--- src/inc/mvcr_map.svh ---
// Offsets, field positions, reset values and constants of the capability register bank.
`ifndef MVCR_MAP_SVH
`define MVCR_MAP_SVH

// ----------------------------------------
// Register offsets
// ----------------------------------------
`define MVCR_OFF_MSI_CTRL   8'h4c
`define MVCR_OFF_MSI_ADDR   8'h50
`define MVCR_OFF_MSI_UPPER  8'h54
`define MVCR_OFF_MSI_DATA   8'h58
`define MVCR_OFF_PD_CTRL    8'h5c
`define MVCR_OFF_PD_WORD    8'h60
`define MVCR_OFF_VND_HDR    8'h64
`define MVCR_OFF_TEST0      8'h68
`define MVCR_OFF_IRQ_STAT   8'h80
`define MVCR_OFF_IRQ_MASK   8'h84

// ----------------------------------------
// Field positions
// ----------------------------------------
`define MVCR_BIT_MSI_EN     16
`define MVCR_BIT_CAP64      23
`define MVCR_PD_ADDR_LSB    18
`define MVCR_PD_ADDR_MSB    23
`define MVCR_BIT_PD_OP      31
`define MVCR_IRQ_PD_DONE    0
`define MVCR_IRQ_MSI_SENT   1

// ----------------------------------------
// Fixed values and reset values
// ----------------------------------------
`define MVCR_MSI_CAP_ID     8'h05
`define MVCR_MSI_NEXT       8'h64
`define MVCR_PD_CAP_ID      8'h03
`define MVCR_PD_NEXT        8'h64
`define MVCR_VND_CAP_ID     8'h09
`define MVCR_VND_NEXT       8'hb0
`define MVCR_VND_LEN        16'h0034
`define MVCR_TEST0_RST      32'h04001060
`define MVCR_CAP64_VAL      1'b1

`endif

--- src/inc/mvcr_pkg.sv ---
// Types shared by the capability register bank.
package mvcr_pkg;

  typedef enum logic [0:0] {
    MVCR_PD_IDLE = 1'b0,
    MVCR_PD_BUSY = 1'b1
  } mvcr_pd_state_t;

  typedef struct packed {
    logic [5:0]  addr;
    logic        we;
    logic        req;
    logic [31:0] wdata;
  } mvcr_ee_cmd_t;

  typedef struct packed {
    logic        req;
    logic [63:0] addr;
    logic [15:0] data;
  } mvcr_msi_wr_t;

  typedef struct packed {
    logic           msi_en;
    logic [2:0]     msi_mme;
    logic [29:0]    msi_addr;
    logic [31:0]    msi_upper;
    logic [15:0]    msi_data;
    logic [5:0]     pd_addr;
    logic           pd_op;
    logic [31:0]    pd_word;
    logic [31:0]    test0;
    logic [1:0]     irq_stat;
    logic [1:0]     irq_mask;
    mvcr_pd_state_t pd_state;
    logic [31:0]    rdata;
    logic           irq;
    logic           ee_req;
    logic           ee_we;
    logic           msi_req;
    logic           svc_prev;
    logic           msi_pend;
    logic           intx;
  } mvcr_state_t;

endpackage : mvcr_pkg

--- src/core/mvcr_top.sv ---
// Interrupt-message and product-data capability register bank of one switch port.
//
// Decided for this implementation: strobed register access.
`timescale 1ns/1ps
`include "mvcr_map.svh"

module mvcr_top #(
  parameter bit UPSTREAM = 1'b0
) (
  input  wire logic               clk,
  input  wire logic               rst_n,
  input  wire logic               clk_en,
  input  wire logic [7:0]         reg_addr,
  input  wire logic [31:0]        reg_wdata,
  input  wire logic               reg_wr,
  input  wire logic               reg_rd,
  output logic [31:0]             reg_rdata,
  output logic                    irq,
  input  wire logic               svc_req,
  output logic                    intx_out,
  output mvcr_pkg::mvcr_msi_wr_t  msi_wr,
  input  wire logic               msi_ack,
  output mvcr_pkg::mvcr_ee_cmd_t  ee_cmd,
  input  wire logic               ee_ack,
  input  wire logic [31:0]        ee_rdata
);
  import mvcr_pkg::*;

  // ----------------------------------------
  // Reset release
  // ----------------------------------------
  logic rst_meta_n;
  logic rst_sync_n;

  always_ff @(posedge clk or negedge rst_n) begin
    if (!rst_n) begin
      rst_meta_n <= 1'b0;
      rst_sync_n <= 1'b0;
    end else begin
      rst_meta_n <= 1'b1;
      rst_sync_n <= rst_meta_n;
    end
  end

  // ----------------------------------------
  // Helpers
  // ----------------------------------------
  function automatic logic hit(input logic [7:0] a, input logic [7:0] off);
    hit = (a == off);
  endfunction : hit

  mvcr_state_t s_reg;
  mvcr_state_t s_next;

  logic [31:0] rd_val;
  logic        wr_pd_ctrl;
  logic        ds;
  logic [1:0]  irq_set;
  logic [1:0]  irq_clr;

  assign ds = !UPSTREAM;

  // ----------------------------------------
  // Read mux
  // ----------------------------------------
  // Registers of the other port kind read as zero, like any unmapped offset.
  always_comb begin
    rd_val = 32'h00000000;
    if (ds && hit(reg_addr, `MVCR_OFF_MSI_CTRL)) begin
      rd_val = {8'h00, `MVCR_CAP64_VAL, s_reg.msi_mme, 3'h0, s_reg.msi_en,
                `MVCR_MSI_NEXT, `MVCR_MSI_CAP_ID};
    end else if (ds && hit(reg_addr, `MVCR_OFF_MSI_ADDR)) begin
      rd_val = {s_reg.msi_addr, 2'h0};
    end else if (ds && hit(reg_addr, `MVCR_OFF_MSI_UPPER)) begin
      rd_val = s_reg.msi_upper;
    end else if (ds && hit(reg_addr, `MVCR_OFF_MSI_DATA)) begin
      rd_val = {16'h0000, s_reg.msi_data};
    end else if (!ds && hit(reg_addr, `MVCR_OFF_PD_CTRL)) begin
      rd_val = {s_reg.pd_op, 7'h00, s_reg.pd_addr, 2'h0,
                `MVCR_PD_NEXT, `MVCR_PD_CAP_ID};
    end else if (!ds && hit(reg_addr, `MVCR_OFF_PD_WORD)) begin
      rd_val = s_reg.pd_word;
    end else if (hit(reg_addr, `MVCR_OFF_VND_HDR)) begin
      rd_val = {`MVCR_VND_LEN, `MVCR_VND_NEXT, `MVCR_VND_CAP_ID};
    end else if (hit(reg_addr, `MVCR_OFF_TEST0)) begin
      rd_val = s_reg.test0;
    end else if (hit(reg_addr, `MVCR_OFF_IRQ_STAT)) begin
      rd_val = {30'h0, s_reg.irq_stat};
    end else if (hit(reg_addr, `MVCR_OFF_IRQ_MASK)) begin
      rd_val = {30'h0, s_reg.irq_mask};
    end
  end

  // ----------------------------------------
  // Next state
  // ----------------------------------------
  always_comb begin
    s_next     = s_reg;
    irq_set    = 2'h0;
    irq_clr    = 2'h0;
    wr_pd_ctrl = reg_wr && !ds && hit(reg_addr, `MVCR_OFF_PD_CTRL);

    s_next.rdata = reg_rd ? rd_val : s_reg.rdata;

    if (reg_wr) begin
      if (ds && hit(reg_addr, `MVCR_OFF_MSI_CTRL)) begin
        s_next.msi_en  = reg_wdata[`MVCR_BIT_MSI_EN];
        s_next.msi_mme = reg_wdata[22:20];
      end
      if (ds && hit(reg_addr, `MVCR_OFF_MSI_ADDR)) begin
        s_next.msi_addr = reg_wdata[31:2];
      end
      if (ds && hit(reg_addr, `MVCR_OFF_MSI_UPPER)) begin
        s_next.msi_upper = reg_wdata;
      end
      if (ds && hit(reg_addr, `MVCR_OFF_MSI_DATA)) begin
        s_next.msi_data = reg_wdata[15:0];
      end
      // Data written during a cycle would corrupt the word in flight, so it is dropped.
      if (!ds && hit(reg_addr, `MVCR_OFF_PD_WORD) && s_reg.pd_state == MVCR_PD_IDLE) begin
        s_next.pd_word = reg_wdata;
      end
      if (hit(reg_addr, `MVCR_OFF_TEST0)) begin
        s_next.test0 = reg_wdata;
      end
      if (hit(reg_addr, `MVCR_OFF_IRQ_MASK)) begin
        s_next.irq_mask = reg_wdata[1:0];
      end
    end

    // Table access sequencer.
    case (s_reg.pd_state)
      MVCR_PD_IDLE: begin
        if (wr_pd_ctrl) begin
          s_next.pd_addr  = reg_wdata[`MVCR_PD_ADDR_MSB:`MVCR_PD_ADDR_LSB];
          s_next.pd_op    = reg_wdata[`MVCR_BIT_PD_OP];
          s_next.ee_we    = reg_wdata[`MVCR_BIT_PD_OP];
          s_next.ee_req   = 1'b1;
          s_next.pd_state = MVCR_PD_BUSY;
        end
      end
      MVCR_PD_BUSY: begin
        if (ee_ack) begin
          s_next.ee_req   = 1'b0;
          s_next.pd_op    = !s_reg.pd_op;
          s_next.pd_state = MVCR_PD_IDLE;
          irq_set[`MVCR_IRQ_PD_DONE] = 1'b1;
          if (!s_reg.ee_we) begin
            s_next.pd_word = ee_rdata;
          end
        end
      end
      default: begin
        s_next.pd_state = MVCR_PD_IDLE;
        s_next.ee_req   = 1'b0;
      end
    endcase

    // Service requests on a downstream port only: message write on a rising request while messages are enabled, wired level otherwise.
    s_next.svc_prev = svc_req;
    s_next.intx     = svc_req && !s_reg.msi_en && ds;
    if (!s_reg.msi_en) begin
      s_next.msi_pend = 1'b0;
    end else if (svc_req && !s_reg.svc_prev && ds) begin
      s_next.msi_pend = 1'b1;
    end
    if (s_reg.msi_req) begin
      if (msi_ack) begin
        s_next.msi_req = 1'b0;
        irq_set[`MVCR_IRQ_MSI_SENT] = 1'b1;
      end
    end else if (s_reg.msi_pend && s_reg.msi_en) begin
      s_next.msi_req  = 1'b1;
      s_next.msi_pend = 1'b0;
    end

    // A read of status clears it, but an event in the same cycle survives.
    if (reg_rd && hit(reg_addr, `MVCR_OFF_IRQ_STAT)) begin
      irq_clr = 2'h3;
    end
    s_next.irq_stat = (s_reg.irq_stat & ~irq_clr) | irq_set;
    s_next.irq      = |(s_next.irq_stat & s_next.irq_mask);
  end

  // ----------------------------------------
  // State register
  // ----------------------------------------
  always_ff @(posedge clk or negedge rst_sync_n) begin
    if (!rst_sync_n) begin
      s_reg          <= '0;
      s_reg.pd_state <= MVCR_PD_IDLE;
      s_reg.test0    <= `MVCR_TEST0_RST;
    end else if (clk_en) begin
      s_reg <= s_next;
    end
  end

  // ----------------------------------------
  // Outputs
  // ----------------------------------------
  assign reg_rdata      = s_reg.rdata;
  assign irq            = s_reg.irq;
  assign intx_out       = s_reg.intx;
  assign msi_wr.req     = s_reg.msi_req;
  assign msi_wr.addr    = {(`MVCR_CAP64_VAL ? s_reg.msi_upper : 32'h00000000),
                           s_reg.msi_addr, 2'h0};
  assign msi_wr.data    = s_reg.msi_data;
  assign ee_cmd.req     = s_reg.ee_req;
  assign ee_cmd.we      = s_reg.ee_we;
  assign ee_cmd.addr    = s_reg.pd_addr;
  assign ee_cmd.wdata   = s_reg.pd_word;
endmodule : mvcr_top

--- config.mk ---
export PLATFORM = sky130hd
export DESIGN_NAME = mvcr_top
export DESIGN_NICKNAME = d
export VERILOG_FILES = /design/src/inc/mvcr_pkg.sv /design/src/core/mvcr_top.sv
export VERILOG_INCLUDE_DIRS = /design/src /design/src/inc
export SDC_FILE = /design/constraint.sdc
export NUM_CORES = 1
export LEC_CHECK = 0
export ABC_AREA = 1
export BUFFER_PORTS_ARGS = -buffer_cell sky130_fd_sc_hd__buf_2
export CAP_MARGIN = 20
export CORE_ASPECT_RATIO = 0.75
export CORE_MARGIN = 5
export CORE_UTILIZATION = 45
export CTS_CLUSTER_DIAMETER = 100
export DETAILED_ROUTE_END_ITERATION = 12
export PLACE_DENSITY = 0.7
export SYNTH_ARGS = -nofsm -noshare
export SYNTH_HDL_FRONTEND = slang
export SYNTH_SLANG_ARGS = --single-unit
--- constraint.sdc ---
create_clock -name clk -period 6.2 [get_ports clk]
set_input_delay 0.62 -clock clk [delete_from_list [all_inputs] [get_ports clk]]
set_output_delay 0.62 -clock clk [all_outputs]
set_load 0.01 [all_outputs]
==> summary.md <==
| Metric | Value |
|---|---|
| Status | finished clean |
| Die Ht | 134 um |
| CP Class | primary input to flop |
| Initial antenna violation count | 1 |
| Post-DP HPWL | 15.2 mm |
| Slew Limit Fails | 0 |
| Wire per inst | 16.3 um |
| Tmin final | 2.90 ns |
| Port buffer count | 224 |
| Largest net degree at the start of global routing | 149 |
| Register area share after synthesis | 0.519 |
| Req. time, crit path | 6.51 ns |
| Routed wire length | 22.3 mm |
| Final Hold Fails | 0 |
| Clock Latency Late Sink | 0.43 ns |
| Fillers | 1934 |
| First-pass iteration count of the detailed router | 5 |
| Relative slew slack | 0.458 |
| Met1 GRT Util | 0.275 |
| Critical Path Fanout Max | 32 |
| Worst Hold Class | flop to asynchronous set/reset pin |
| Via/cell ratio | 4.89 |
| Final Setup Violations | 0 |
| Max-cap viol count | 0 |
| Row Count | 45 |
| Die width | 175 um |
| CTS max path bufs | 2 |
| WP data arrival | 3.21 ns |
| Die area | 23400 um^2 |
| Syn Inst Count | 1033 |
| Sink Count | 190 |
| Clock transition at path regs | 0.07 ns |
| Drt drc | 0 |
| Synth Cell Area | 9170 um^2 |
| Global routing usage on met3 | 0.0451 |
| Commonest non-fill, non-tap cells in the layout | nand2_1 (290), buf_2 (224), dfrtp_1 (185) |
| Synth Warn # | 0 |
| 1st-iter DRT viols | 605 |
| Diodes inserted | 0 |
| Gr ovfl total | 0 |
| Async SR Flop Fraction | 1.00 |
| Synth cell types | 32 |
| Setup crit start kind | primary input |
| Most common cell after layout, fill and taps aside | nand2_1 |
| Nets | 1177 |
| RSZ-0062 raised after global routing | false |
| TNS Setup | 0 ns |
| TritonCTS clock tree | built |
| Prevailing post-synth register cell | dfrtp_1 |
| Area grow syn2layout | 8.93% |
| CTS Root Cell | clkbuf_16 |
| Fin crit share | 0.468 |
| Total CTS buffers | 17 |
| Htree depth | 4 |
| Pwr Total | 2.58 mW |
| GR Util met2 | 0.299 |
| Post-Place Setup Slack | 2.69 ns |
| Util after Layout | 0.495 |
| Max FFs per register | 79 |
| Final cell count without fillers | 1368 |
| Vias after detailed routing | 6692 |
| Static Leak | 5.61 nW |
| Syn_area_per_cell | 8.87 um^2 |
| Vias in the first global route | 6517 |
| Flop-to-flop setup slack | 4.69 ns |
| Design Area, Final | 9990 um^2 |
| First-pass GRT wire length | 35.9 mm |
| IO Pins | 235 |
| Initial Util | 0.455 |
| Clock skew | 0.0156 ns |
| Final ANT Viol Nets | 0 |
| Cts repair resizes | 0 |
| P per Cell Area | 259 nW/um^2 |
| GP Congestion | 0.800 |
| Seq cells post-synth | 190 |
| CP Capture Type | flop |
| EDFF count, synth | 0 |
| Top Usage Layer GRT | met2 |
| Placeable Area | 20200 um^2 |
| Fin worst setup slack | 3.30 ns |
| Placed instance area | 9310 um^2 |
| Worst-Margin Slew | 0.812 ns |
| WHS | 0.316 ns |
| Layout cells sized above 1 | 0.290 |
| F_max | 345 MHz |
| Gr usage total | 0.192 |
| Peak supply drop | 0.153 mV |
| Placed Cells | 1333 |
-- layout make-up --
cell class	count	area, um^2	share of cell area
flip-flops and latches	190	4760	0.477
inverters	60	226	0.0227
multi-input cells	597	2840	0.284
repair buffers	231	1230	0.123
well taps	258	323	0.0323
clock inverters	13	154	0.0154
clock buffers	19	453	0.0454
-- worst max-delay path: stages --
cell and delay [ns]:
buf_2 0.10, inv_1 0.06, nand2_2 0.08, nor2_4 0.42, nand2_2 0.33, inv_2 0.57, nand2_2 0.54, buf_16 0.33
nand2_1 0.06, o21ai_0 0.07
-- metal layers --
layer	part of all wire	wire length, um
met5	0.00058	13
met2	0.46	10300
met4	0.0082	183
met3	0.068	1510
met1	0.46	10300
-- repair_timing --
item                                   CTS  global route
hold buffers                             1             0
buffers inserted                         0             0
endpoints found under the hold margin    2             0
-- synthesized netlist by cell type, drive strengths merged, types with 4 or more instances --
| master | count | area, um^2 |
|---|---|---|
| buf | 185 | 1340 |
| dfstp | 4 | 105 |
| nor2 | 45 | 199 |
| inv | 58 | 218 |
| dfrtp | 186 | 4650 |
| nand2 | 299 | 1150 |
| mux2 | 32 | 360 |
| a21oi | 23 | 115 |
| nand3 | 43 | 215 |
| a22oi | 4 | 30.0 |
| o21ai | 126 | 631 |
| clkbuf | 10 | 37.5 |
-- worst paths after layout --
| check | from | to | depth (start not counted) |
|---|---|---|---|
| setup / recovery | reg_addr[7] | msi_wr[47] | 10 |
| hold / removal | rst_sync_n | ee_cmd[19] | 0 |
| setup reg to reg | rst_sync_n | msi_wr[61] | 1 |
| hold reg to reg | rst_sync_n | ee_cmd[19] | 0 |
| max in group asynchronous | rst_sync_n | msi_wr[61] | 1 |
| min in group clk | rst_meta_n | rst_sync_n | 0 |
-- report_power, final --
group | internal, mW | switching (mW)
sequential | 1.27 | 0.0277
clock | 0.625 | 0.502
combinational | 0.0553 | 0.101
total | 1.95 | 0.630
-- cell families (layout without fill, tap and decap cells) --
logic type,Yosys count,in the layout,share of synthesized area
compound gates,160,160,0.0899
buf+inv,255,323,0.175
flops,190,190,0.519
mux,32,32,0.0393
other cells,2,11,0.000819
simple gates,394,394,0.176
(Power assumes the default switching activity.)
